File: config.mk
export PLATFORM = sky130hd
export DESIGN_NAME = segment_descriptor_decoder
export DESIGN_NICKNAME = d
export VERILOG_FILES = /design/src/hdl/desc_pkg.sv /design/src/hdl/desc_field_decode.sv /design/src/hdl/vector_table_pointer.sv /design/src/hdl/segment_descriptor_decoder.sv
export SDC_FILE = /design/constraint.sdc
export NUM_CORES = 1
export LEC_CHECK = 0
export BUFFER_PORTS_ARGS = -buffer_cell sky130_fd_sc_hd__buf_2
export CORE_ASPECT_RATIO = 1.25
export CORE_MARGIN = 4
export CORE_UTILIZATION = 50
export CTS_BUF_LIST = sky130_fd_sc_hd__clkbuf_2
export CTS_CLUSTER_SIZE = 14
export DETAILED_ROUTE_END_ITERATION = 16
export GPL_ROUTABILITY_DRIVEN = 0
export PLACE_DENSITY = 0.75
export SKIP_LAST_GASP = 1
export SYNTH_ARGS = -nofsm -noshare
export SYNTH_HDL_FRONTEND = slang
export SYNTH_SLANG_ARGS = --single-unit
File: constraint.sdc
create_clock -name ref_clk -period 5.95 [get_ports ref_clk]
set_clock_uncertainty 0.15 [all_clocks]
set_input_delay 1.19 -clock ref_clk [delete_from_list [all_inputs] [get_ports ref_clk]]
set_output_delay 1.19 -clock ref_clk [all_outputs]
set_load 0.02 [all_outputs]
File: src/hdl/desc_pkg.sv
// Constants and types for the segment descriptor decoder
`default_nettype none
package desc_pkg;
  // ===========================================
  // Descriptor field positions (upper word)
  localparam int BASE_HI_MSB = 31;
  localparam int BASE_HI_LSB = 24;
  localparam int GRAN_BIT = 23;
  localparam int SIZE_BIT = 22;
  localparam int SPARE_BIT = 20;
  localparam int LIM_HI_MSB = 19;
  localparam int LIM_HI_LSB = 16;
  localparam int PRESENT_BIT = 15;
  localparam int PRIV_MSB = 14;
  localparam int PRIV_LSB = 13;
  localparam int DTYPE_BIT = 12;
  localparam int TYPE_MSB = 11;
  localparam int TYPE_LSB = 8;
  localparam int BASE_MID_MSB = 7;
  localparam int BASE_MID_LSB = 0;
  // Lower word
  localparam int BASE_LO_MSB = 31;
  localparam int BASE_LO_LSB = 16;
  localparam int LIM_LO_MSB = 15;
  localparam int LIM_LO_LSB = 0;
  // Type bits within the four-bit type
  localparam int T_EXEC = 3;
  localparam int T_CONF = 2;
  localparam int T_RW = 1;
  localparam int T_ACC = 0;
  // ===========================================
  // Sizes
  localparam int DESC_BYTES = 8;
  localparam int GRAN_SHIFT = 12;
  localparam int VEC_ENTRIES = 256;
  localparam int PM_ENTRY_SHIFT = 3;
  localparam int RM_ENTRY_SHIFT = 2;
  localparam logic [11:0] GRAN_FILL = 12'hfff;
  localparam logic [31:0] PTR_BASE_RST = 32'h0000_0000;
  localparam logic [15:0] PTR_LIMIT_RST = 16'h03ff;
  // ===========================================
  // System type codes
  localparam logic [3:0] SYS_CALL16 = 4'h4;
  localparam logic [3:0] SYS_TASK = 4'h5;
  localparam logic [3:0] SYS_INT16 = 4'h6;
  localparam logic [3:0] SYS_TRAP16 = 4'h7;
  typedef enum logic [2:0] {GATE_NONE, GATE_CALL16, GATE_TASK, GATE_INT16, GATE_TRAP16} gate_e;
  typedef enum {PTR_IDLE, PTR_LOAD_HI, PTR_STORE_HI} ptr_state_e;
endpackage
`default_nettype wire

File: src/hdl/desc_field_decode.sv
// Combinational field extraction of one eight-byte descriptor
`default_nettype none
module desc_field_decode (
  input wire logic [31:0] lower_word,
  input wire logic [31:0] upper_word,
  output logic [31:0] base,
  output logic [31:0] scaled_limit,
  output logic present,
  output logic [1:0] privilege,
  output logic code_or_data,
  output logic [3:0] seg_type,
  output logic default_32,
  output logic gran_4k
);
  logic [19:0] raw_limit;
  always_comb
  begin
    base = {upper_word[desc_pkg::BASE_HI_MSB:desc_pkg::BASE_HI_LSB],
            upper_word[desc_pkg::BASE_MID_MSB:desc_pkg::BASE_MID_LSB],
            lower_word[desc_pkg::BASE_LO_MSB:desc_pkg::BASE_LO_LSB]};
    raw_limit = {upper_word[desc_pkg::LIM_HI_MSB:desc_pkg::LIM_HI_LSB],
                 lower_word[desc_pkg::LIM_LO_MSB:desc_pkg::LIM_LO_LSB]};
    gran_4k = upper_word[desc_pkg::GRAN_BIT];
    // Page units fill the low twelve bits so the last page is whole
    if (gran_4k)
    begin
      scaled_limit = {raw_limit, desc_pkg::GRAN_FILL};
    end
    else
    begin
      scaled_limit = {12'h000, raw_limit};
    end
    default_32 = upper_word[desc_pkg::SIZE_BIT];
    present = upper_word[desc_pkg::PRESENT_BIT];
    privilege = upper_word[desc_pkg::PRIV_MSB:desc_pkg::PRIV_LSB];
    code_or_data = upper_word[desc_pkg::DTYPE_BIT];
    seg_type = upper_word[desc_pkg::TYPE_MSB:desc_pkg::TYPE_LSB];
  end
endmodule
`default_nettype wire

File: src/hdl/vector_table_pointer.sv
// Interrupt vector table pointer register with load and store
`default_nettype none
module vector_table_pointer (
  input wire logic ref_clk,
  input wire logic rst_n,
  input wire logic load_vector_table_pointer,
  input wire logic store_vector_table_pointer,
  input wire logic [31:0] mem_word_in,
  output logic [31:0] ptr_base,
  output logic [15:0] ptr_limit,
  output logic [31:0] mem_word_out,
  output logic mem_word_valid,
  output logic busy
);
  desc_pkg::ptr_state_e state_q, state_d;
  logic [31:0] base_q, base_d;
  logic [15:0] limit_q, limit_d;
  logic [31:0] out_q, out_d;
  logic valid_q, valid_d;
  logic busy_q, busy_d;
  // Load image: word 0 = limit in low half, base low half in high; word 1 = base high
  always_comb
  begin
    state_d = state_q;
    base_d = base_q;
    limit_d = limit_q;
    out_d = out_q;
    valid_d = 1'b0;
    case (state_q)
      desc_pkg::PTR_IDLE:
      begin
        if (load_vector_table_pointer)
        begin
          // Linear address already resolved by the pipeline, no segment applied
          limit_d = mem_word_in[15:0];
          base_d = {base_q[31:16], mem_word_in[31:16]};
          state_d = desc_pkg::PTR_LOAD_HI;
        end
        else if (store_vector_table_pointer)
        begin
          out_d = {base_q[15:0], limit_q};
          valid_d = 1'b1;
          state_d = desc_pkg::PTR_STORE_HI;
        end
      end
      desc_pkg::PTR_LOAD_HI:
      begin
        base_d = {mem_word_in[15:0], base_q[15:0]};
        state_d = desc_pkg::PTR_IDLE;
      end
      desc_pkg::PTR_STORE_HI:
      begin
        out_d = {16'h0000, base_q[31:16]};
        valid_d = 1'b1;
        state_d = desc_pkg::PTR_IDLE;
      end
      default:
      begin
        state_d = desc_pkg::PTR_IDLE;
      end
    endcase
    // Registered so the top level sees busy from a flop
    busy_d = (state_d != desc_pkg::PTR_IDLE);
  end
  always_ff @(posedge ref_clk or negedge rst_n)
  begin
    if (!rst_n)
    begin
      state_q <= desc_pkg::PTR_IDLE;
      base_q <= desc_pkg::PTR_BASE_RST;
      limit_q <= desc_pkg::PTR_LIMIT_RST;
      out_q <= 32'h0000_0000;
      valid_q <= 1'b0;
      busy_q <= 1'b0;
    end
    else
    begin
      state_q <= state_d;
      base_q <= base_d;
      limit_q <= limit_d;
      out_q <= out_d;
      valid_q <= valid_d;
      busy_q <= busy_d;
    end
  end
  assign ptr_base = base_q;
  assign ptr_limit = limit_q;
  assign mem_word_out = out_q;
  assign mem_word_valid = valid_q;
  assign busy = busy_q;
endmodule
`default_nettype wire

File: src/hdl/segment_descriptor_decoder.sv
// Segment descriptor decode, limit check and vector table lookup
`default_nettype none
module segment_descriptor_decoder (
  input wire logic ref_clk,
  input wire logic rst_n,
  input wire logic desc_valid,
  input wire logic [31:0] desc_lower,
  input wire logic [31:0] desc_upper,
  input wire logic seg_load,
  input wire logic access_valid,
  input wire logic [31:0] access_offset,
  input wire logic vec_valid,
  input wire logic [7:0] vec_num,
  input wire logic real_mode,
  input wire logic load_vector_table_pointer,
  input wire logic store_vector_table_pointer,
  input wire logic [31:0] mem_word_in,
  output logic [31:0] seg_base,
  output logic [31:0] seg_limit,
  output logic seg_present,
  output logic [1:0] descriptor_privilege,
  output logic most_privileged,
  output logic code_or_data,
  output logic system_seg,
  output logic executable,
  output logic accessed,
  output logic conforming,
  output logic expand_down,
  output logic read_enable,
  output logic write_enable,
  output logic operand_32,
  output logic stack_32,
  output logic [2:0] gate_kind,
  output logic not_present_fault,
  output logic protection_fault,
  output logic [31:0] linear_addr,
  output logic linear_valid,
  output logic [31:0] vec_entry_addr,
  output logic vec_entry_valid,
  output logic vec_limit_fault,
  output logic [31:0] mem_word_out,
  output logic mem_word_valid,
  output logic ptr_busy
);
  // ===========================================
  // Field decode of the incoming record
  logic [31:0] f_base, f_limit;
  logic f_present, f_cd, f_d32;
  logic [1:0] f_priv;
  logic [3:0] f_type;
  desc_field_decode u_fields (
    .lower_word(desc_lower),
    .upper_word(desc_upper),
    .base(f_base),
    .scaled_limit(f_limit),
    .present(f_present),
    .privilege(f_priv),
    .code_or_data(f_cd),
    .seg_type(f_type),
    .default_32(f_d32),
    .gran_4k()
  );
  // ===========================================
  // Vector table pointer register
  logic [31:0] ptr_base;
  logic [15:0] ptr_limit;
  logic ptr_out_valid, ptr_busy_w;
  logic [31:0] ptr_out;
  vector_table_pointer u_ptr (
    .ref_clk(ref_clk),
    .rst_n(rst_n),
    .load_vector_table_pointer(load_vector_table_pointer),
    .store_vector_table_pointer(store_vector_table_pointer),
    .mem_word_in(mem_word_in),
    .ptr_base(ptr_base),
    .ptr_limit(ptr_limit),
    .mem_word_out(ptr_out),
    .mem_word_valid(ptr_out_valid),
    .busy(ptr_busy_w)
  );
  function automatic desc_pkg::gate_e gate_of(input logic cd, input logic [3:0] t);
    gate_of = desc_pkg::GATE_NONE;
    if (!cd)
    begin
      case (t)
        desc_pkg::SYS_CALL16: gate_of = desc_pkg::GATE_CALL16;
        desc_pkg::SYS_TASK: gate_of = desc_pkg::GATE_TASK;
        desc_pkg::SYS_INT16: gate_of = desc_pkg::GATE_INT16;
        desc_pkg::SYS_TRAP16: gate_of = desc_pkg::GATE_TRAP16;
        default: gate_of = desc_pkg::GATE_NONE;
      endcase
    end
  endfunction
  // ===========================================
  // Cached descriptor state
  logic [31:0] base_q, base_d, limit_q, limit_d;
  logic pres_q, pres_d, cd_q, cd_d, valid_q, valid_d;
  logic [1:0] priv_q, priv_d;
  logic [2:0] gate_q, gate_d;
  logic np_q, np_d;
  // Attributes decoded ahead of the flops so no output is a gate
  logic top_q, top_d, sys_q, sys_d, exe_q, exe_d, acc_q, acc_d, conf_q, conf_d;
  logic expd_q, expd_d, rden_q, rden_d, wren_q, wren_d, op32_q, op32_d, st32_q, st32_d;
  always_comb
  begin
    base_d = base_q;
    limit_d = limit_q;
    pres_d = pres_q;
    cd_d = cd_q;
    priv_d = priv_q;
    gate_d = gate_q;
    top_d = top_q;
    sys_d = sys_q;
    exe_d = exe_q;
    acc_d = acc_q;
    conf_d = conf_q;
    expd_d = expd_q;
    rden_d = rden_q;
    wren_d = wren_q;
    op32_d = op32_q;
    st32_d = st32_q;
    valid_d = valid_q;
    np_d = 1'b0;
    // Whole eight-byte record latched at once; spare bit 20 is never looked at
    if (desc_valid)
    begin
      valid_d = 1'b1;
      pres_d = f_present;
      cd_d = f_cd;
      priv_d = f_priv;
      top_d = (f_priv == 2'b00);
      sys_d = !f_cd;
      exe_d = f_type[desc_pkg::T_EXEC];
      acc_d = f_type[desc_pkg::T_ACC];
      conf_d = f_cd & f_type[desc_pkg::T_CONF];
      expd_d = !f_cd & f_type[desc_pkg::T_CONF];
      rden_d = f_cd & f_type[desc_pkg::T_RW];
      wren_d = !f_cd & f_type[desc_pkg::T_RW];
      op32_d = f_cd & f_type[desc_pkg::T_EXEC] & f_d32;
      st32_d = f_cd & !f_type[desc_pkg::T_EXEC] & f_d32;
      gate_d = 3'(gate_of(f_cd, f_type));
      // Absent segment: base and limit cleared to zero
      if (f_present)
      begin
        base_d = f_base;
        limit_d = f_limit;
      end
      else
      begin
        base_d = 32'h0000_0000;
        limit_d = 32'h0000_0000;
      end
      np_d = seg_load && !f_present;
    end
  end
  always_ff @(posedge ref_clk or negedge rst_n)
  begin
    if (!rst_n)
    begin
      base_q <= 32'h0000_0000;
      limit_q <= 32'h0000_0000;
      pres_q <= 1'b0;
      cd_q <= 1'b0;
      priv_q <= 2'b00;
      top_q <= 1'b0;
      sys_q <= 1'b0;
      exe_q <= 1'b0;
      acc_q <= 1'b0;
      conf_q <= 1'b0;
      expd_q <= 1'b0;
      rden_q <= 1'b0;
      wren_q <= 1'b0;
      op32_q <= 1'b0;
      st32_q <= 1'b0;
      gate_q <= 3'(desc_pkg::GATE_NONE);
      valid_q <= 1'b0;
      np_q <= 1'b0;
    end
    else
    begin
      base_q <= base_d;
      limit_q <= limit_d;
      pres_q <= pres_d;
      cd_q <= cd_d;
      priv_q <= priv_d;
      top_q <= top_d;
      sys_q <= sys_d;
      exe_q <= exe_d;
      acc_q <= acc_d;
      conf_q <= conf_d;
      expd_q <= expd_d;
      rden_q <= rden_d;
      wren_q <= wren_d;
      op32_q <= op32_d;
      st32_q <= st32_d;
      gate_q <= gate_d;
      valid_q <= valid_d;
      np_q <= np_d;
    end
  end
  // ===========================================
  // Offset check and linear address
  logic [31:0] lin_q, lin_d;
  logic lin_v_q, lin_v_d, pf_q, pf_d;
  always_comb
  begin
    lin_d = lin_q;
    lin_v_d = 1'b0;
    pf_d = 1'b0;
    if (access_valid)
    begin
      // No usable segment or offset past limit both refuse the access
      if (!valid_q || !pres_q || access_offset > limit_q)
      begin
        pf_d = 1'b1;
      end
      else
      begin
        lin_d = base_q + access_offset;
        lin_v_d = 1'b1;
      end
    end
  end
  // ===========================================
  // Vector table entry location
  logic [31:0] vaddr_q, vaddr_d, voff;
  logic [15:0] vlast;
  logic vv_q, vv_d, vf_q, vf_d;
  always_comb
  begin
    vaddr_d = vaddr_q;
    vv_d = 1'b0;
    vf_d = 1'b0;
    if (real_mode)
    begin
      voff = {22'h000000, vec_num, 2'b00};
    end
    else
    begin
      voff = {21'h000000, vec_num, 3'b000};
    end
    vlast = voff[15:0] + (real_mode ? 16'h0003 : 16'h0007);
    if (vec_valid)
    begin
      // Entry must lie wholly inside the table limit in the pointer register, last byte up to the limit
      if (vlast > ptr_limit)
      begin
        vf_d = 1'b1;
      end
      else
      begin
        vaddr_d = ptr_base + voff;
        vv_d = 1'b1;
      end
    end
  end
  always_ff @(posedge ref_clk or negedge rst_n)
  begin
    if (!rst_n)
    begin
      lin_q <= 32'h0000_0000;
      lin_v_q <= 1'b0;
      pf_q <= 1'b0;
      vaddr_q <= 32'h0000_0000;
      vv_q <= 1'b0;
      vf_q <= 1'b0;
    end
    else
    begin
      lin_q <= lin_d;
      lin_v_q <= lin_v_d;
      pf_q <= pf_d;
      vaddr_q <= vaddr_d;
      vv_q <= vv_d;
      vf_q <= vf_d;
    end
  end
  // ===========================================
  // Outputs, each straight from a flop
  assign seg_base = base_q;
  assign seg_limit = limit_q;
  assign seg_present = pres_q;
  assign descriptor_privilege = priv_q;
  assign most_privileged = top_q;
  assign code_or_data = cd_q;
  assign system_seg = sys_q;
  assign executable = exe_q;
  assign accessed = acc_q;
  assign conforming = conf_q;
  assign expand_down = expd_q;
  assign read_enable = rden_q;
  assign write_enable = wren_q;
  assign operand_32 = op32_q;
  assign stack_32 = st32_q;
  assign gate_kind = gate_q;
  assign not_present_fault = np_q;
  assign protection_fault = pf_q;
  assign linear_addr = lin_q;
  assign linear_valid = lin_v_q;
  assign vec_entry_addr = vaddr_q;
  assign vec_entry_valid = vv_q;
  assign vec_limit_fault = vf_q;
  assign mem_word_out = ptr_out;
  assign mem_word_valid = ptr_out_valid;
  assign ptr_busy = ptr_busy_w;
endmodule
`default_nettype wire

==> impl.org <==
** Run status
- Result of the run :: finished, final reports clean

** Global route
- Overall fraction of global-route tracks in use :: 24.56%
- Wire length of the first global-routing pass :: 57570 µm
- The total overflow left after global routing is 0.
- The number of global-route vias before repair is 10900.
- Initial antenna violation count :: 10
- Maximum number of pins on one net before global-route repair :: 113

** Clock tree
- Clock latency on the worst-skew pair, taken at its later pin, is 0.85 ns.
- Setup repair bufs after CTS :: 0
- Total of hold buffers inserted after clock tree synthesis :: 0
- The H-tree was split into 3 levels.
- Sink count of the clock tree :: 265
- After clock tree synthesis, the clock-pin slew on the worst setup and hold paths is 0.10 ns.
- The number of clock buffers added by TritonCTS is 67.
- The tree is rooted in a sky130_fd_sc_hd__clkbuf_2.
- Number of gates resized after CTS :: 0
- The clock passes through at most 3 buffers.
- TritonCTS built the clock tree.

** STA
- The final max-slew violation count was 0.
- Setup repair after global routing left no endpoint under its margin.
- At the pin with the least slew margin, the transition time is 0.9056 ns.
- Setup tns final :: 0 ns
- Measured against its own limit, the worst slew margin works out to 39.42%.
- The tightest hold path in the finished design has a slack of 0.2012 ns.
- Hold Violations, Final :: 0
- Setup violations remaining at the end of the flow were counted as 0.
- In the finished design, the share of the clock period the worst path needs comes to 63.66%.
- Minimum clock period after layout :: 3.788 ns
- Static timing analysis puts the maximum clock frequency at 0.2640 GHz.

** Placed design
- Instance count after placement with tap cells included :: 1872
- Number of buffers inserted by port buffering :: 326
- Detailed placement finished with a half-perimeter wire length of 28110 µm.

** Critical path
- Top fanout value on the critical path :: 14
- Most repeated library cell on the critical path :: sky130_fd_sc_hd__mux2_2
- Startpoint class of the critical path :: input pin
- In this run the critical register-to-register path is captured at linear_addr[30]$_DFFE_PN0P_.
- On the critical path, the stage with the largest delay is an instance of sky130_fd_sc_hd__o21ai_1.
- List of cells traversed by the critical path :: buf_2 > mux2_2 > ha_1 > a21oi_1 > o22ai_1 > o21ai_0 > o21ai_1 > nor2b_1 > nand4_1 > nand2b_1 > xnor2_1 > mux2_2
- Crit path required time :: 6.53 ns
- For this run, the slowest stage of the critical path takes 0.49 ns.
- Arr. time, crit path :: 4.37 ns
- For flop-to-flop paths, the worst setup slack is 2.65 ns.
- Kind of end point of the critical path :: register
- In this run the critical register-to-register path is launched from seg_base[0]$_DFFE_PN0P_.
- Measured in cells, the most critical reg-to-reg path has a length of 11.
- The critical path is of the in2reg type.

** Power
- Power spread over the standard cell area amounts to 282.0 nW/µm².
- Sequential cells account for 47.3% of the total power.
- Internal Pwr Total :: 2.963 mW
- Switching power summed over all nets :: 1.556 mW
- The analysis attributes to cell leakage a power of 8.198 nW.
- Design Power :: 4.519 mW
- The share of total power dissipated in the clock network is 26.2%.
- IR drop worst, VDD :: 0.0002198 V
- Switching fraction of total power :: 34.43%
- Fraction of power consumed by combinational cells :: 26.5%

** Synth
- Cell variety after synth :: 71
- Summing the areas of all compound-gate instances in the mapped netlist gives 12.12% of the synthesized area.
- Synthesized area :: 13440 µm²
- Synth Area in Simple Gates :: 9.187%
- FF+latch count, synth :: 265
- Sequential share of the synthesized area :: 49.42%
- Each instance of the synthesized netlist takes up on average 11.05 µm².
- Synthesis Warnings :: 0
- Number of instances in the synthesized netlist :: 1217
- The synthesized netlist devotes 7.930% of its cell area to adder and majority cells.
- After Yosys synthesis, XOR and XNOR cells account for 3.909% of the synthesized area.
- For this run, the leading register cell type out of synthesis is sky130_fd_sc_hd__dfrtp_1.
- Proportion of synthesized area in mux cells :: 12.28%
- Dominant combinational cell family by area after synthesis :: multiplexers
- Number of enable-type register cells in the synthesized netlist :: 0
- Of all flip-flops after synthesis, the portion carrying an async set or reset was 100.0%.

** Cells and area
- Leading cell types in the layout, fill and taps excluded :: 324 x sky130_fd_sc_hd__buf_2, 255 x sky130_fd_sc_hd__dfrtp_1, 113 x sky130_fd_sc_hd__inv_1
- Post-layout utilization of the core :: 61.03%
- Most common cell after layout, fill and taps aside :: sky130_fd_sc_hd__buf_2
- Leaving out filler cells and counting taps, the final layout contains 1993.
- Of the cells placed in the final design, the portion with a size suffix greater than 1 is 36.29%.
- Area overhead of the layout relative to synthesis :: 19.23%
- Number of nets at the end of the flow :: 1830

** Job
- Reported max-cap violation count :: 0

** Floorplan
- The die covers 29590 µm².
- The floorplan has 66 rows.
- In this run the vertical extent of the chip is 191.3 µm.
- The initial utilization of the core area, before any placement, comes to 51.19%.
- Area of the core :: 26260 µm²
- For this design the top-level I/O count stands at 329.
- The die is 154.7 µm wide.

** Detailed routing
- For this run, the detailed router's first-pass iteration total came to 7.
- For this block, the initial DRC count from the detailed router was 492.
- Total vias in the final route :: 10640
- Post-DRT Antenna Nets :: 0
- Dividing the detail-routed wire length by the instance count gives 18.24 µm.
- For this run, design rule violations remaining after detail routing come to 0.
- Total wire length after detailed routing :: 36350 µm
- Post-DR vias/cell :: 5.340

** Min path
- The tightest min-delay check is of the in2async type.
==> state kept, by name, summed over array words and instances, names as in the netlist, 2 cells and up <==
register	flops
linear_addr	32
seg_base	32
seg_limit	32
u_ptr.mem_word_out	32
u_ptr.ptr_base	32
u_ptr.state_q	32
vec_entry_addr	32
u_ptr.ptr_limit	16
gate_kind	3
descriptor_privilege	2
==> per-stage QoR <==
step	area, µm²	worst slack (ns)
after floorplan	13560	1.831
after global placement	15440	1.357
after detailed placement	15440	1.314
after CTS	16010	2.267
after global routing	16030	2.012
final	16030	2.162
==> cells in the mapped netlist, types with 4 or more instances <==
cell type                  number  area, µm²
sky130_fd_sc_hd__dfstp_2       10      262.8
sky130_fd_sc_hd__mux2i_1       10      100.1
sky130_fd_sc_hd__a21oi_2        9      78.83
sky130_fd_sc_hd__nand4_1       14      87.58
sky130_fd_sc_hd__nand3_1       49      245.2
sky130_fd_sc_hd__buf_2         10      50.05
sky130_fd_sc_hd__xor2_1        24      210.2
sky130_fd_sc_hd__a21oi_1       56      280.3
sky130_fd_sc_hd__inv_1        113      424.2
sky130_fd_sc_hd__nand2_1       87      326.6
sky130_fd_sc_hd__dfrtp_1      255       6381
sky130_fd_sc_hd__nor3_1         8      40.04
sky130_fd_sc_hd__mux2_2        99       1115
sky130_fd_sc_hd__o22ai_1       29      181.4
sky130_fd_sc_hd__o21a_1         4      30.03
sky130_fd_sc_hd__or3_1          4      25.02
sky130_fd_sc_hd__and4_1         5      43.79
sky130_fd_sc_hd__ha_1          82       1026
sky130_fd_sc_hd__o21ai_0       93      465.5
sky130_fd_sc_hd__nand2b_1       7      43.79
sky130_fd_sc_hd__and2_1         4      25.02
sky130_fd_sc_hd__a31oi_1        4      25.02
sky130_fd_sc_hd__xnor2_1       36      315.3
sky130_fd_sc_hd__nor4_1         6      37.54
sky130_fd_sc_hd__mux2_4        29      435.4
sky130_fd_sc_hd__nor2b_1       14      87.58
sky130_fd_sc_hd__a21o_1        23      172.7
sky130_fd_sc_hd__nor2_1        20      75.07
sky130_fd_sc_hd__o211ai_1      14      105.1
sky130_fd_sc_hd__clkbuf_1      32      120.1
sky130_fd_sc_hd__and3_1         7      43.79
==> layer usage <==
| metal | GRT usage [%] | vias to the layer above | share of wire [%] |
|---|---|---|---|
| met5 | 0 | - | 0.13 |
| met4 | 12.33 | 6 | 4.6 |
| met3 | 8.605 | 88 | 8.6 |
| met2 | 41.64 | 387 | 50 |
| met1 | 27.41 | 5128 | 37 |
| li1 | - | 5033 | - |
==> worst max path at each step <==
| stage | from | endpoint | slack (ns) |
|---|---|---|---|
| 2_1_floorplan | real_mode | vec_entry_addr[26]$_DFFE_PN0P_ | 1.83 |
| 3_3_place_gp | real_mode | vec_entry_addr[29]$_DFFE_PN0P_ | 1.36 |
| 3_5_place_dp | real_mode | vec_entry_addr[29]$_DFFE_PN0P_ | 1.31 |
| 4_1_cts | real_mode | vec_entry_addr[29]$_DFFE_PN0P_ | 2.27 |
| 5_1_grt | real_mode | vec_entry_addr[29]$_DFFE_PN0P_ | 2.01 |
| 6_report | real_mode | vec_entry_addr[29]$_DFFE_PN0P_ | 2.16 |
==> final cells by class <==
type / count / area, µm²
diodes: 8 / 20.02
clock buffers: 90 / 450.4
clock inverters: 23 / 118.9
fillers: 2235 / 10230
inverters: 114 / 427.9
multi-input cells: 819 / 6225
flip-flops and latches: 265 / 6644
well taps: 340 / 425.4
repair buffers: 334 / 1717
==> cells by family (layout without fill, tap and decap cells) <==
group | after synthesis | after routing
compound gates | 264 | 264
flops | 265 | 265
mux | 138 | 138
fa+ha+maj | 84 | 84
other cells | 1 | 39
simple gates | 242 | 242
buf+inv | 163 | 561
xor+xnor | 60 | 60
==> critical path: cells and delay by family <==
family | cells | cell delay, ns
multiplexers | 2 | 0.67
AND/OR/NAND/NOR | 3 | 0.83
XOR/XNOR | 1 | 0.12
AO/OA/AOI/OAI | 4 | 0.93
adder cells (fa/ha/maj) | 1 | 0.36
buffers and inverters | 1 | 0.25
==> power groups by stage <==
stage / Combinational (mW) / Sequential [mW] / Clock [mW]
detailed placement: 1.21 / 2.17 / 0
global placement: 1.18 / 2.17 / 0
finish: 1.20 / 2.14 / 1.18
floorplan: 0.523 / 2.39 / 0
global route: 1.30 / 2.17 / 1.34
CTS: 1.21 / 2.14 / 1.23
Note: power is estimated with default switching activity, not from simulation.
